File: src/logic/port_ctrl_pkg.sv
// Purpose: Constants shared by the port alternate-function and pin block.
// Assumes: APB with 32-bit data, one register per aligned word.
// Notes: Register byte address is four times the register index.
//
// Overview of operation
// - Crystal mode: PG4 becomes oscillator input.
// - Crystal mode: PG3 becomes oscillator output.
// - Meter mode: PG2 forced input, feeds counter.
// - Antenna switch enable drives diversity on PG1.
// - Front-end enable drives RX/TX indicator on PG0.
// - PG4, PG3 gating; PG5 follows compare output.
// - PG1, PG0 direction and value overrides only.
// - Global pull-up disable turns every pull-up off.
// - Strength register 0: four 2-bit fields, reset zero.
// - Strength register 1: G field, upper bits zero.
// - Port B input pull-up follows data bit.
// - Port B output drives its data bit.
// - Direction bit one means output; reset zero.
// - Port B input register reads actual pins.
// - Writing one to input register toggles data.
package port_ctrl_pkg;

  localparam int ADDR_W = 12;

  // Register indices; the byte address is four times the index.
  localparam logic [9:0] IDX_PB_DIR = 10'h004;
  localparam logic [9:0] IDX_STRENGTH0 = 10'h136;
  localparam logic [9:0] IDX_STRENGTH1 = 10'h137;
  localparam logic [9:0] IDX_PB_DATA = 10'h140;
  localparam logic [9:0] IDX_PB_PIN = 10'h141;
  localparam logic [9:0] IDX_MCU_CTRL = 10'h142;
  localparam logic [9:0] IDX_ALT_CTRL = 10'h143;
  localparam logic [9:0] IDX_PG_DIR = 10'h144;
  localparam logic [9:0] IDX_PG_DATA = 10'h145;
  localparam logic [9:0] IDX_PG_PIN = 10'h146;

  // Reset values.
  localparam logic [7:0] RST_BYTE = 8'h00;
  localparam logic [5:0] RST_PG = 6'h00;

  // Field positions.
  localparam int PUD_BIT = 4;
  localparam int ALT_ASYNC_BIT = 0;
  localparam int ALT_METER_BIT = 1;
  localparam int ALT_EXTCLK_BIT = 2;
  localparam int ALT_ANT_BIT = 3;
  localparam int ALT_FE_BIT = 4;
  localparam logic [4:0] ALT_MASK = 5'h1f;
  localparam logic [7:0] STRENGTH1_MASK = 8'h03;

  // Port G pin numbers with special functions.
  localparam int PG_IND = 0;
  localparam int PG_ANT = 1;
  localparam int PG_METER = 2;
  localparam int PG_OSC_OUT = 3;
  localparam int PG_OSC_IN = 4;
  localparam int PG_CMP = 5;

endpackage : port_ctrl_pkg

File: src/logic/port_ctrl.sv
// Purpose: Port B and port G pad control with alternate functions.
// Assumes: Pin inputs are synchronous to clk_sys; APB slave, no waits.
// Notes: A read is captured in the setup cycle and shown in the access.
//
// The implementer's own choice: the APB register port.
`timescale 1ns/1ps
module port_ctrl (
  input wire logic clk_sys,
  input wire logic rst,
  // APB slave.
  input wire logic psel,
  input wire logic penable,
  input wire logic pwrite,
  input wire logic [port_ctrl_pkg::ADDR_W-1:0] paddr,
  input wire logic [31:0] pwdata,
  output logic [31:0] prdata,
  output logic pready,
  output logic pslverr,
  // Port B pads.
  input wire logic [7:0] pb_in,
  output logic [7:0] pb_out,
  output logic [7:0] pb_oe,
  output logic [7:0] pb_pullup,
  // Port G pads.
  input wire logic [5:0] pg_in,
  output logic [5:0] pg_out,
  output logic [5:0] pg_oe,
  output logic [5:0] pg_pullup,
  output logic [5:0] pg_input_enable,
  // Alternate-function sources.
  input wire logic timer0_compare_b_out,
  input wire logic timer0_compare_b_enable,
  input wire logic antenna_diversity_out,
  input wire logic rxtx_indicator_out,
  // Alternate-function sinks.
  output logic osc_amp_input_pin,
  output logic osc_amp_output_pin,
  output logic meter_count_input,
  output logic meter_clock_active,
  // Driver strength codes per port and per port G pin.
  output logic [1:0] strength_field_f,
  output logic [1:0] strength_field_e,
  output logic [1:0] strength_field_d,
  output logic [1:0] strength_field_b,
  output logic [1:0] strength_field_g,
  output logic [11:0] pg_pin_strength
);

  logic [7:0] pb_dir_q;
  logic [7:0] pb_data_q;
  logic [7:0] strength0_q;
  logic [1:0] strength1_q;
  logic [7:0] mcu_ctrl_q;
  logic [4:0] alt_ctrl_q;
  logic [5:0] pg_dir_q;
  logic [5:0] pg_data_q;
  logic [31:0] prdata_q;
  logic err_q;
  logic [9:0] idx;
  logic aligned;
  logic setup;
  logic wr;
  logic hit;
  logic [7:0] rd_byte;
  logic [7:0] wbyte;
  logic pullup_global_disable;
  logic async_clock_select;
  logic meter_input_clock_select;
  logic external_clock_select;
  logic antenna_switch_out_enable;
  logic frontend_indicator_enable;
  logic crystal_pg4;
  logic crystal_pg3;
  logic meter_mode;
  logic [5:0] pullup_override_enable;
  logic [5:0] pullup_override_value;
  logic [5:0] direction_override_enable;
  logic [5:0] direction_override_value;
  logic [5:0] output_value_override_enable;
  logic [5:0] output_value_override_value;
  logic [5:0] input_enable_override_enable;
  logic [5:0] input_enable_override_value;
  logic [5:0] pg_pin_level;

  // Bus decode: index from the word address.
  assign idx = paddr[11:2];
  assign aligned = (paddr[1:0] == 2'h0);
  assign setup = psel && !penable;
  assign wr = psel && penable && pwrite && !err_q;
  assign wbyte = pwdata[7:0];

  // The slave never inserts wait states.
  assign pready = 1'b1;
  assign pslverr = psel && penable && err_q;
  assign prdata = prdata_q;

  // Named control bits.
  assign pullup_global_disable = mcu_ctrl_q[port_ctrl_pkg::PUD_BIT];
  assign async_clock_select = alt_ctrl_q[port_ctrl_pkg::ALT_ASYNC_BIT];
  assign meter_input_clock_select = alt_ctrl_q[port_ctrl_pkg::ALT_METER_BIT];
  assign external_clock_select = alt_ctrl_q[port_ctrl_pkg::ALT_EXTCLK_BIT];
  assign antenna_switch_out_enable = alt_ctrl_q[port_ctrl_pkg::ALT_ANT_BIT];
  assign frontend_indicator_enable = alt_ctrl_q[port_ctrl_pkg::ALT_FE_BIT];

  // Oscillator and meter mode conditions.
  assign crystal_pg4 = async_clock_select && !meter_input_clock_select;
  assign crystal_pg3 = crystal_pg4 && !external_clock_select;
  assign meter_mode = async_clock_select && meter_input_clock_select;

  // Read mux: selects the addressed register for the setup cycle.
  always_comb begin
    hit = aligned;
    rd_byte = port_ctrl_pkg::RST_BYTE;
    unique case (idx)
      port_ctrl_pkg::IDX_PB_DIR: rd_byte = pb_dir_q;
      port_ctrl_pkg::IDX_STRENGTH0: rd_byte = strength0_q;
      port_ctrl_pkg::IDX_STRENGTH1: rd_byte = {6'h00, strength1_q};
      port_ctrl_pkg::IDX_PB_DATA: rd_byte = pb_data_q;
      port_ctrl_pkg::IDX_PB_PIN: rd_byte = pb_in;
      port_ctrl_pkg::IDX_MCU_CTRL: rd_byte = mcu_ctrl_q;
      port_ctrl_pkg::IDX_ALT_CTRL: rd_byte = {3'h0, alt_ctrl_q};
      port_ctrl_pkg::IDX_PG_DIR: rd_byte = {2'h0, pg_dir_q};
      port_ctrl_pkg::IDX_PG_DATA: rd_byte = {2'h0, pg_data_q};
      port_ctrl_pkg::IDX_PG_PIN: rd_byte = {2'h0, pg_pin_level};
      default: hit = 1'b0;
    endcase
  end

  // Read data and error flag are captured in the setup cycle.
  always_ff @(posedge clk_sys) begin
    if (rst) begin
      prdata_q <= 32'h0000_0000;
      err_q <= 1'b0;
    end else if (setup) begin
      prdata_q <= {24'h00_0000, rd_byte};
      err_q <= !hit;
    end
  end

  // Port B direction register.
  always_ff @(posedge clk_sys) begin
    if (rst) begin
      pb_dir_q <= port_ctrl_pkg::RST_BYTE;
    end else if (wr && idx == port_ctrl_pkg::IDX_PB_DIR) begin
      pb_dir_q <= wbyte;
    end
  end

  // Port B data register, written directly or toggled through the pin register.
  always_ff @(posedge clk_sys) begin
    if (rst) begin
      pb_data_q <= port_ctrl_pkg::RST_BYTE;
    end else if (wr && idx == port_ctrl_pkg::IDX_PB_DATA) begin
      pb_data_q <= wbyte;
    end else if (wr && idx == port_ctrl_pkg::IDX_PB_PIN) begin
      pb_data_q <= pb_data_q ^ wbyte;
    end
  end

  // Driver strength registers.
  always_ff @(posedge clk_sys) begin
    if (rst) begin
      strength0_q <= port_ctrl_pkg::RST_BYTE;
      strength1_q <= 2'h0;
    end else if (wr && idx == port_ctrl_pkg::IDX_STRENGTH0) begin
      strength0_q <= wbyte;
    end else if (wr && idx == port_ctrl_pkg::IDX_STRENGTH1) begin
      strength1_q <= wbyte[1:0] & port_ctrl_pkg::STRENGTH1_MASK[1:0];
    end
  end

  // General control register holding the pull-up disable.
  always_ff @(posedge clk_sys) begin
    if (rst) begin
      mcu_ctrl_q <= port_ctrl_pkg::RST_BYTE;
    end else if (wr && idx == port_ctrl_pkg::IDX_MCU_CTRL) begin
      mcu_ctrl_q <= wbyte;
    end
  end

  // Alternate-function select register.
  always_ff @(posedge clk_sys) begin
    if (rst) begin
      alt_ctrl_q <= 5'h00;
    end else if (wr && idx == port_ctrl_pkg::IDX_ALT_CTRL) begin
      alt_ctrl_q <= wbyte[4:0] & port_ctrl_pkg::ALT_MASK;
    end
  end

  // Port G direction and data, with toggle through the pin register.
  always_ff @(posedge clk_sys) begin
    if (rst) begin
      pg_dir_q <= port_ctrl_pkg::RST_PG;
      pg_data_q <= port_ctrl_pkg::RST_PG;
    end else if (wr && idx == port_ctrl_pkg::IDX_PG_DIR) begin
      pg_dir_q <= wbyte[5:0];
    end else if (wr && idx == port_ctrl_pkg::IDX_PG_DATA) begin
      pg_data_q <= wbyte[5:0];
    end else if (wr && idx == port_ctrl_pkg::IDX_PG_PIN) begin
      pg_data_q <= pg_data_q ^ wbyte[5:0];
    end
  end

  // Port B pads: no alternate functions in this block.
  always_comb begin
    pb_oe = pb_dir_q;
    pb_out = pb_data_q;
    pb_pullup = ~pb_dir_q & pb_data_q & {8{!pullup_global_disable}};
  end

  // Port G override table, one column per pin.
  always_comb begin
    pullup_override_enable = 6'h00;
    pullup_override_value = 6'h00;
    direction_override_enable = 6'h00;
    direction_override_value = 6'h00;
    output_value_override_enable = 6'h00;
    output_value_override_value = 6'h00;
    input_enable_override_enable = 6'h00;
    input_enable_override_value = 6'h00;
    // Compare output sets the PG5 output value when the timer enables it; direction stays with pg_dir_q.
    output_value_override_enable[port_ctrl_pkg::PG_CMP] =
      timer0_compare_b_enable;
    output_value_override_value[port_ctrl_pkg::PG_CMP] =
      timer0_compare_b_out;
    // Crystal input pin.
    pullup_override_enable[port_ctrl_pkg::PG_OSC_IN] = crystal_pg4;
    direction_override_enable[port_ctrl_pkg::PG_OSC_IN] = crystal_pg4;
    input_enable_override_enable[port_ctrl_pkg::PG_OSC_IN] = crystal_pg4;
    input_enable_override_value[port_ctrl_pkg::PG_OSC_IN] =
      external_clock_select;
    // Crystal output pin.
    pullup_override_enable[port_ctrl_pkg::PG_OSC_OUT] = crystal_pg3;
    direction_override_enable[port_ctrl_pkg::PG_OSC_OUT] = crystal_pg3;
    input_enable_override_enable[port_ctrl_pkg::PG_OSC_OUT] = crystal_pg3;
    // Meter counter input pin.
    pullup_override_enable[port_ctrl_pkg::PG_METER] = meter_mode;
    direction_override_enable[port_ctrl_pkg::PG_METER] = meter_mode;
    input_enable_override_enable[port_ctrl_pkg::PG_METER] = meter_mode;
    input_enable_override_value[port_ctrl_pkg::PG_METER] = 1'b1;
    // Antenna diversity output.
    direction_override_enable[port_ctrl_pkg::PG_ANT] =
      antenna_switch_out_enable;
    direction_override_value[port_ctrl_pkg::PG_ANT] =
      antenna_switch_out_enable;
    output_value_override_enable[port_ctrl_pkg::PG_ANT] =
      antenna_switch_out_enable;
    output_value_override_value[port_ctrl_pkg::PG_ANT] =
      antenna_diversity_out;
    // Front-end indicator output.
    direction_override_enable[port_ctrl_pkg::PG_IND] =
      frontend_indicator_enable;
    direction_override_value[port_ctrl_pkg::PG_IND] =
      frontend_indicator_enable;
    output_value_override_enable[port_ctrl_pkg::PG_IND] =
      frontend_indicator_enable;
    output_value_override_value[port_ctrl_pkg::PG_IND] =
      rxtx_indicator_out;
  end

  // Per-pin pad logic: an asserted override replaces the register path.
  genvar g;
  generate
    for (g = 0; g < 6; g++) begin : g_pg_pad
      always_comb begin
        pg_pullup[g] = pullup_override_enable[g] ?
          pullup_override_value[g] :
          (!pg_dir_q[g] && pg_data_q[g] && !pullup_global_disable);
        pg_oe[g] = direction_override_enable[g] ?
          direction_override_value[g] : pg_dir_q[g];
        pg_out[g] = output_value_override_enable[g] ?
          output_value_override_value[g] : pg_data_q[g];
        pg_input_enable[g] = input_enable_override_enable[g] ?
          input_enable_override_value[g] : 1'b1;
        pg_pin_level[g] = pg_in[g] && pg_input_enable[g];
      end
    end
  endgenerate

  // Oscillator pin routing and meter counter input.
  assign osc_amp_input_pin = crystal_pg4;
  assign osc_amp_output_pin = crystal_pg3;
  assign meter_count_input = pg_pin_level[port_ctrl_pkg::PG_METER];
  assign meter_clock_active = meter_mode;

  // Strength fields; PG3 and PG4 take no strength setting.
  assign strength_field_f = strength0_q[7:6];
  assign strength_field_e = strength0_q[5:4];
  assign strength_field_d = strength0_q[3:2];
  assign strength_field_b = strength0_q[1:0];
  assign strength_field_g = strength1_q;
  assign pg_pin_strength = {strength1_q, 2'h0, 2'h0, strength1_q,
                            strength1_q, strength1_q};

endmodule : port_ctrl

File: config.mk
export PLATFORM = sky130hd
export DESIGN_NAME = port_ctrl
export DESIGN_NICKNAME = d
export VERILOG_FILES = /design/src/logic/port_ctrl_pkg.sv /design/src/logic/port_ctrl.sv
export SDC_FILE = /design/constraint.sdc
export NUM_CORES = 1
export LEC_CHECK = 0
export ABC_AREA = 1
export BUFFER_PORTS_ARGS = -buffer_cell sky130_fd_sc_hd__buf_4
export CAP_MARGIN = 40
export CORE_ASPECT_RATIO = 0.8
export CORE_UTILIZATION = 50
export DETAILED_ROUTE_END_ITERATION = 12
export GPL_TIMING_DRIVEN = 0
export PLACE_DENSITY_LB_ADDON = 0.08
export SLEW_MARGIN = 15
export SYNTH_ARGS = -nofsm -noshare
export SYNTH_HDL_FRONTEND = slang
export SYNTH_SLANG_ARGS = --single-unit
File: constraint.sdc
create_clock -name clk_sys -period 3.7 [get_ports clk_sys]
set_input_delay 0.37 -clock clk_sys [delete_from_list [all_inputs] [get_ports clk_sys]]
set_output_delay 0.37 -clock clk_sys [all_outputs]
set_load 0.02 [all_outputs]
==> results of run 1 <==
-- registers in the layout, summed over array words and instances (netlist names) --
signal / count
alt_ctrl_q: 5
err_q: 1
mcu_ctrl_q: 8
pb_oe: 8
pb_out: 8
pg_data_q: 6
pg_dir_q: 6
prdata: 8
strength0_q: 8
strength_field_g: 2
-- stage by stage --
stage          hold WS, ns  setup WS (ns)  instances  total power, uW
2_1_floorplan        0.424           2.15        607              782
3_3_place_gp         0.432           1.73        829              848
3_5_place_dp         0.440           1.64        829              850
4_1_cts              0.284           1.61        845             1380
5_1_grt              0.311           1.58        845             1420
6_report             0.294           1.56        845             1380
-- cell type report --
| type | instances | area [um2] |
|---|---|---|
| plain buffers | 65 | 459 |
| clock buffers | 9 | 124 |
| clock inverters | 7 | 52.6 |
| fillers | 669 | 2260 |
| inverters | 74 | 278 |
| multi-input cells | 408 | 2080 |
| flip-flops and latches | 60 | 1200 |
| well taps | 105 | 131 |
| repair buffers | 117 | 878 |
-- where the power goes --
part	switching [uW]	total (uW)	internal [uW]
clock network	296	540	244
registers	0.257	646	646
logic	119	193	74.3
total	415	1380	965
-- placed cells by master (no fill, tap or decap), types with 9 or more instances in the layout --
master and count:
o21ai_0 44, conb_1 33, buf_4 169, nand2_1 94, a21oi_1 49, inv_1 68, dfxtp_1 60, nor3_1 11
clkbuf_8 9, nand4_1 20, nand3_1 40, nor2_1 52
-- cells in the mapped netlist, drive strengths merged --
| cell | count |
|---|---|
| conb | 2 |
| buf | 58 |
| o21ai | 51 |
| dfxtp | 60 |
| nand3 | 43 |
| o22ai | 10 |
| clkinv | 1 |
| nor3 | 11 |
| nand4 | 22 |
| nand3b | 3 |
| nor4 | 8 |
| a21oi | 51 |
| nand2 | 107 |
| inv | 73 |
| clkbuf | 7 |
| nor2 | 66 |
| a211oi | 2 |
| or2 | 1 |
-- cell families (layout without fill, tap and decap cells) --
| logic type | count (synthesis) | after routing | share of synthesized area (%) |
|---|---|---|---|
| other cells | 2 | 33 | 0.193 |
| compound gates | 114 | 114 | 15.6 |
| simple gates | 261 | 261 | 34.5 |
| buf+inv | 139 | 272 | 18.9 |
| flops | 60 | 60 | 30.8 |
-- final timing paths --
kind / from / to / slack, ns / depth (start not counted)
max: mcu_ctrl_q[4]$_SDFFE_PP0P_ / pb_pullup[4] / 1.56 / 3
min: rst / err_q$_SDFFE_PP0P_ / 0.29 / 4
max reg2reg: err_q$_SDFFE_PP0P_ / pb_oe[6]$_SDFFE_PP0P_ / 1.93 / 8
min reg2reg: mcu_ctrl_q[3]$_SDFFE_PP0P_ / mcu_ctrl_q[3]$_SDFFE_PP0P_ / 0.45 / 2
-- critical path: stages, from the launching register on --
cell      delay, ns
dfxtp_1        0.42
clkbuf_1       0.63
nor3_1         0.17
buf_4          0.20
-- metal layers --
layer / vias up / global-route usage, %
met5: - / 0
met4: 0 / 13.8
met3: 35 / 6.02
met2: 291 / 47.7
met1: 2009 / 42.3
li1: 2137 / -
==> results.sh, run 1 <==
export IMPL_routed_wl_met3_mm=1.38
export IMPL_yosys_area_top_type="dfxtp_1"
export IMPL_cts_clk_slew_worst_paths_ns=0.07
export IMPL_rows=28
export IMPL_syn_to_final_growth_pct=33.4
export IMPL_hp_class="in -> reg"
export IMPL_antenna_cells=0
export IMPL_via_per_inst=5.29
export IMPL_syn_area_mm2=0.00390
export IMPL_gp_congestion=0.955
export IMPL_clock_latency_ns=0.35
export IMPL_cts_sinks=60
export IMPL_drc_errors=0
export IMPL_peakVddDrop_mv=0.266
export IMPL_grt_ovfl_total=0
export IMPL_hold_buffers=0
export IMPL_crit_required_ns=3.33
export IMPL_die_y_um=81.0
export IMPL_syn_avg_cell_area_um2=6.77
export IMPL_slew_viol_final=0
export IMPL_max_cap_viol_count=0
export IMPL_critPathMaxFanout=10
export IMPL_wl_per_cell_um=14.8
export IMPL_min_period_over_period_pct=57.8
export IMPL_worst_pin_slew_ns=0.795
export IMPL_powerDensity_mw_per_mm2=265
export IMPL_drtAntennaViolNets=0
export IMPL_wl_met2_mm=5.42
export IMPL_tns_ns=0
export IMPL_layout_min_cycle_time_ns=2.14
export IMPL_dieArea_mm2=0.00816
export IMPL_synth_warnings=0
export IMPL_grt_setup_unrepaired="no"
export IMPL_p_leak_uw=0.00257
export IMPL_start_util_pct=52.2
export IMPL_worstSetupPathType="reg -> out"
export IMPL_synth_top_area_share_pct=30.8
export IMPL_grt_pass1_wl_mm=19.2
export IMPL_ys_types=32
export IMPL_drive_gt1_share_pct=31.5
export IMPL_cts_made_buffers=9
export IMPL_fin_util_pct=69.7
export IMPL_critPathLaunchType="register"
export IMPL_ys_seq_area_share_pct=30.8
export IMPL_dpl_cell_area_mm2=0.00502
export IMPL_cts_root_buf="clkbuf_8"
export IMPL_setup_viol=0
export IMPL_core_mm2=0.00746
export IMPL_first_iter_violations=416
export IMPL_dieWidth_um=101
export IMPL_portBuffers=117
export IMPL_status="complete, no violations"
export IMPL_grt_pass1_vias=3911
export IMPL_cp_arrival_ns=1.77
export IMPL_htree_levels=3
export IMPL_place_hpwl_mm=9.70
export IMPL_nNetsFinal=802
export IMPL_track_usage_pct=31.0
export IMPL_pin_count=175
export IMPL_cts_tree="yes"
export IMPL_clockBufferDepth=2
export IMPL_grt_max_degree=13
export IMPL_drt_met1_wl_mm=5.32
export IMPL_hold_viol=0
export IMPL_drtPass1Iterations=5
export IMPL_dr_total_vias=4472
export IMPL_synth_cells=576
export IMPL_post_cts_setup_buffers=0
export IMPL_skew_ns=0.00512
export IMPL_end_kind="output port"
export IMPL_cts_resized_gates=0
export IMPL_fmaxAchievable_mhz=467
export IMPL_max_slew_margin_pct=47.0
export IMPL_design_area_mm2=0.00520
export IMPL_synthTopCellsByArea="dfxtp_1, buf_4, nand2_1, inv_1, a21oi_1"
export IMPL_top_signal_layer_used="met4"
export IMPL_grt_antenna_before_repair=0
export IMPL_yosys_register_bits=60
export IMPL_routed_wl_mm=12.5
Power figures use the tool's default switching activity.
==> run 2: changes to the inputs <==
CORE_UTILIZATION = 48   (was 50)
clock period = 2.2 ns   (was 3.7 ns; I/O delays follow)
==> results.sh, run 2 (synthesized netlist as in run 1, its figures left out) <==
export IMPL_hold_buffers=0
export IMPL_drive_gt1_share_pct=31.5
export IMPL_fin_ws_ns=0.269
export IMPL_grt_pass1_vias=3744
export IMPL_place_hpwl_mm=9.75
export IMPL_worstSetupPathType="reg -> out"
export IMPL_track_usage_pct=29.4
export IMPL_crit_required_ns=1.98
export IMPL_cts_made_buffers=9
export IMPL_cts_root_buf="clkbuf_8"
export IMPL_start_util_pct=49.3
export IMPL_drtAntennaViolNets=0
export IMPL_critPathMaxFanout=10
export IMPL_r2r_slack_ns=0.44
export IMPL_nNetsFinal=802
export IMPL_peakVddDrop_mv=0.405
export IMPL_cts_tree="yes"
export IMPL_layout_min_cycle_time_ns=1.93
export IMPL_syn_to_final_growth_pct=35.0
export IMPL_dieWidth_um=103
export IMPL_routed_wl_mm=12.7
export IMPL_via_per_inst=5.23
export IMPL_critPathLaunchType="register"
export IMPL_hp_start="rst"
export IMPL_grt_setup_unrepaired="no"
export IMPL_slew_viol_final=0
export IMPL_grt_max_degree=12
export IMPL_final_cell_mix="buf_4, nand2_1, inv_1"
export IMPL_dieArea_mm2=0.00849
export IMPL_min_to="err_q$_SDFFE_PP0P_"
export IMPL_wl_per_cell_um=14.9
export IMPL_dp_slack_ns=0.373
export IMPL_drc_errors=0
export IMPL_p_leak_uw=0.00261
export IMPL_rows=29
export IMPL_clockBufferDepth=2
export IMPL_nFillCells=738
export IMPL_core_mm2=0.00791
export IMPL_hold_ws_ns=0.151
export IMPL_setup_viol=0
export IMPL_grt_pass1_wl_mm=18.6
export IMPL_first_iter_violations=378
export IMPL_post_cts_setup_buffers=0
export IMPL_cts_clk_slew_worst_paths_ns=0.07
export IMPL_end_kind="output port"
export IMPL_pin_count=175
export IMPL_htree_levels=3
export IMPL_r2r_start="err_q$_SDFFE_PP0P_"
export IMPL_cts_resized_gates=0
export IMPL_cp_arrival_ns=1.71
export IMPL_fmaxAchievable_mhz=518
export IMPL_grt_antenna_before_repair=0
export IMPL_r2r_end="pb_oe[6]$_SDFFE_PP0P_"
export IMPL_portBuffers=117
export IMPL_grt_ovfl_total=0
export IMPL_cts_sinks=60
export IMPL_tns_ns=0
export IMPL_drtPass1Iterations=5
export IMPL_powerDensity_mw_per_mm2=491
export IMPL_holdPathStages=4
export IMPL_fin_util_pct=66.5
export IMPL_worst_pin_slew_ns=0.767
export IMPL_skew_ns=0.00659
export IMPL_gp_congestion=0.986
export IMPL_antenna_cells=0
export IMPL_status="complete, no violations"
export IMPL_dr_total_vias=4436
export IMPL_max_cap_viol_count=0
export IMPL_hp_class="in -> reg"
export IMPL_max_slew_margin_pct=48.9
export IMPL_clock_latency_ns=0.34
export IMPL_hold_viol=0
export IMPL_layout_commonest_cell="buf_4"
export IMPL_reg2reg_depth=8
export IMPL_die_y_um=82.6
export IMPL_min_period_over_period_pct=87.8
-- run 2: cell types whose count changed in the layout (fill, tap and decap cells not counted) --
cell / before / now
clkinv_2: 1 / 0
inv_6: 1 / 0
clkinvlp_4: 4 / 2
clkbuf_8: 9 / 11
bufinv_16: 0 / 2
-- run 2: per-stage QoR --
step	instances	power, uW	cell area, um2
3_3_place_gp	832	1430	5030
3_5_place_dp	832	1430	5030
5_1_grt	848	2660	5260
2_1_floorplan	607	1310	4020
4_1_cts	848	2580	5260
6_report	848	2580	5260
-- run 2: final cells by class --
class | count | area (um2) | area share [%]
tap | 108 | 135 | 2.57
buffer | 65 | 459 | 8.72
multi-input combinational | 408 | 2080 | 39.5
timing repair buffer | 117 | 878 | 16.7
inverter | 74 | 278 | 5.28
clock buffer | 11 | 151 | 2.88
sequential | 60 | 1200 | 22.8
clock inverter | 5 | 83.8 | 1.59
-- run 2: power by group --
part           switching, uW  total, uW  leakage [uW]  internal, uW
Clock                    469       1170      0.000112           701
Sequential             0.421       1090      0.000483          1090
Combinational            202        327       0.00201           125
-- run 2: worst max path at each step --
stage	endpoint	slack, ns	from	depth (start not counted)
floorplan	pg_pullup[3]	0.80	alt_ctrl_q[1]$_SDFFE_PP0P_	4
global placement	pg_dir_q[0]$_SDFFE_PP0N_	0.40	paddr[9]	11
detailed placement	pg_dir_q[3]$_SDFFE_PP0N_	0.37	paddr[9]	11
CTS	pb_pullup[2]	0.26	mcu_ctrl_q[4]$_SDFFE_PP0P_	3
global route	pb_pullup[2]	0.17	mcu_ctrl_q[4]$_SDFFE_PP0P_	3
finish	pb_pullup[2]	0.27	mcu_ctrl_q[4]$_SDFFE_PP0P_	3
-- run 2: critical path, cell delays in order, from the launching register on --
cell and delay [ns]:
dfxtp_1 0.38, clkbuf_1 0.61, nor3_1 0.18, buf_4 0.20
-- run 2: metal layers --
metal | vias to the layer above | GRT usage [%] | wire [um]
li1 | 2135 | - | -
met1 | 2007 | 40.2 | 5440
met2 | 266 | 45.7 | 5510
met3 | 28 | 6.99 | 1410
met4 | 0 | 9.44 | 317
met5 | - | 0 | 0
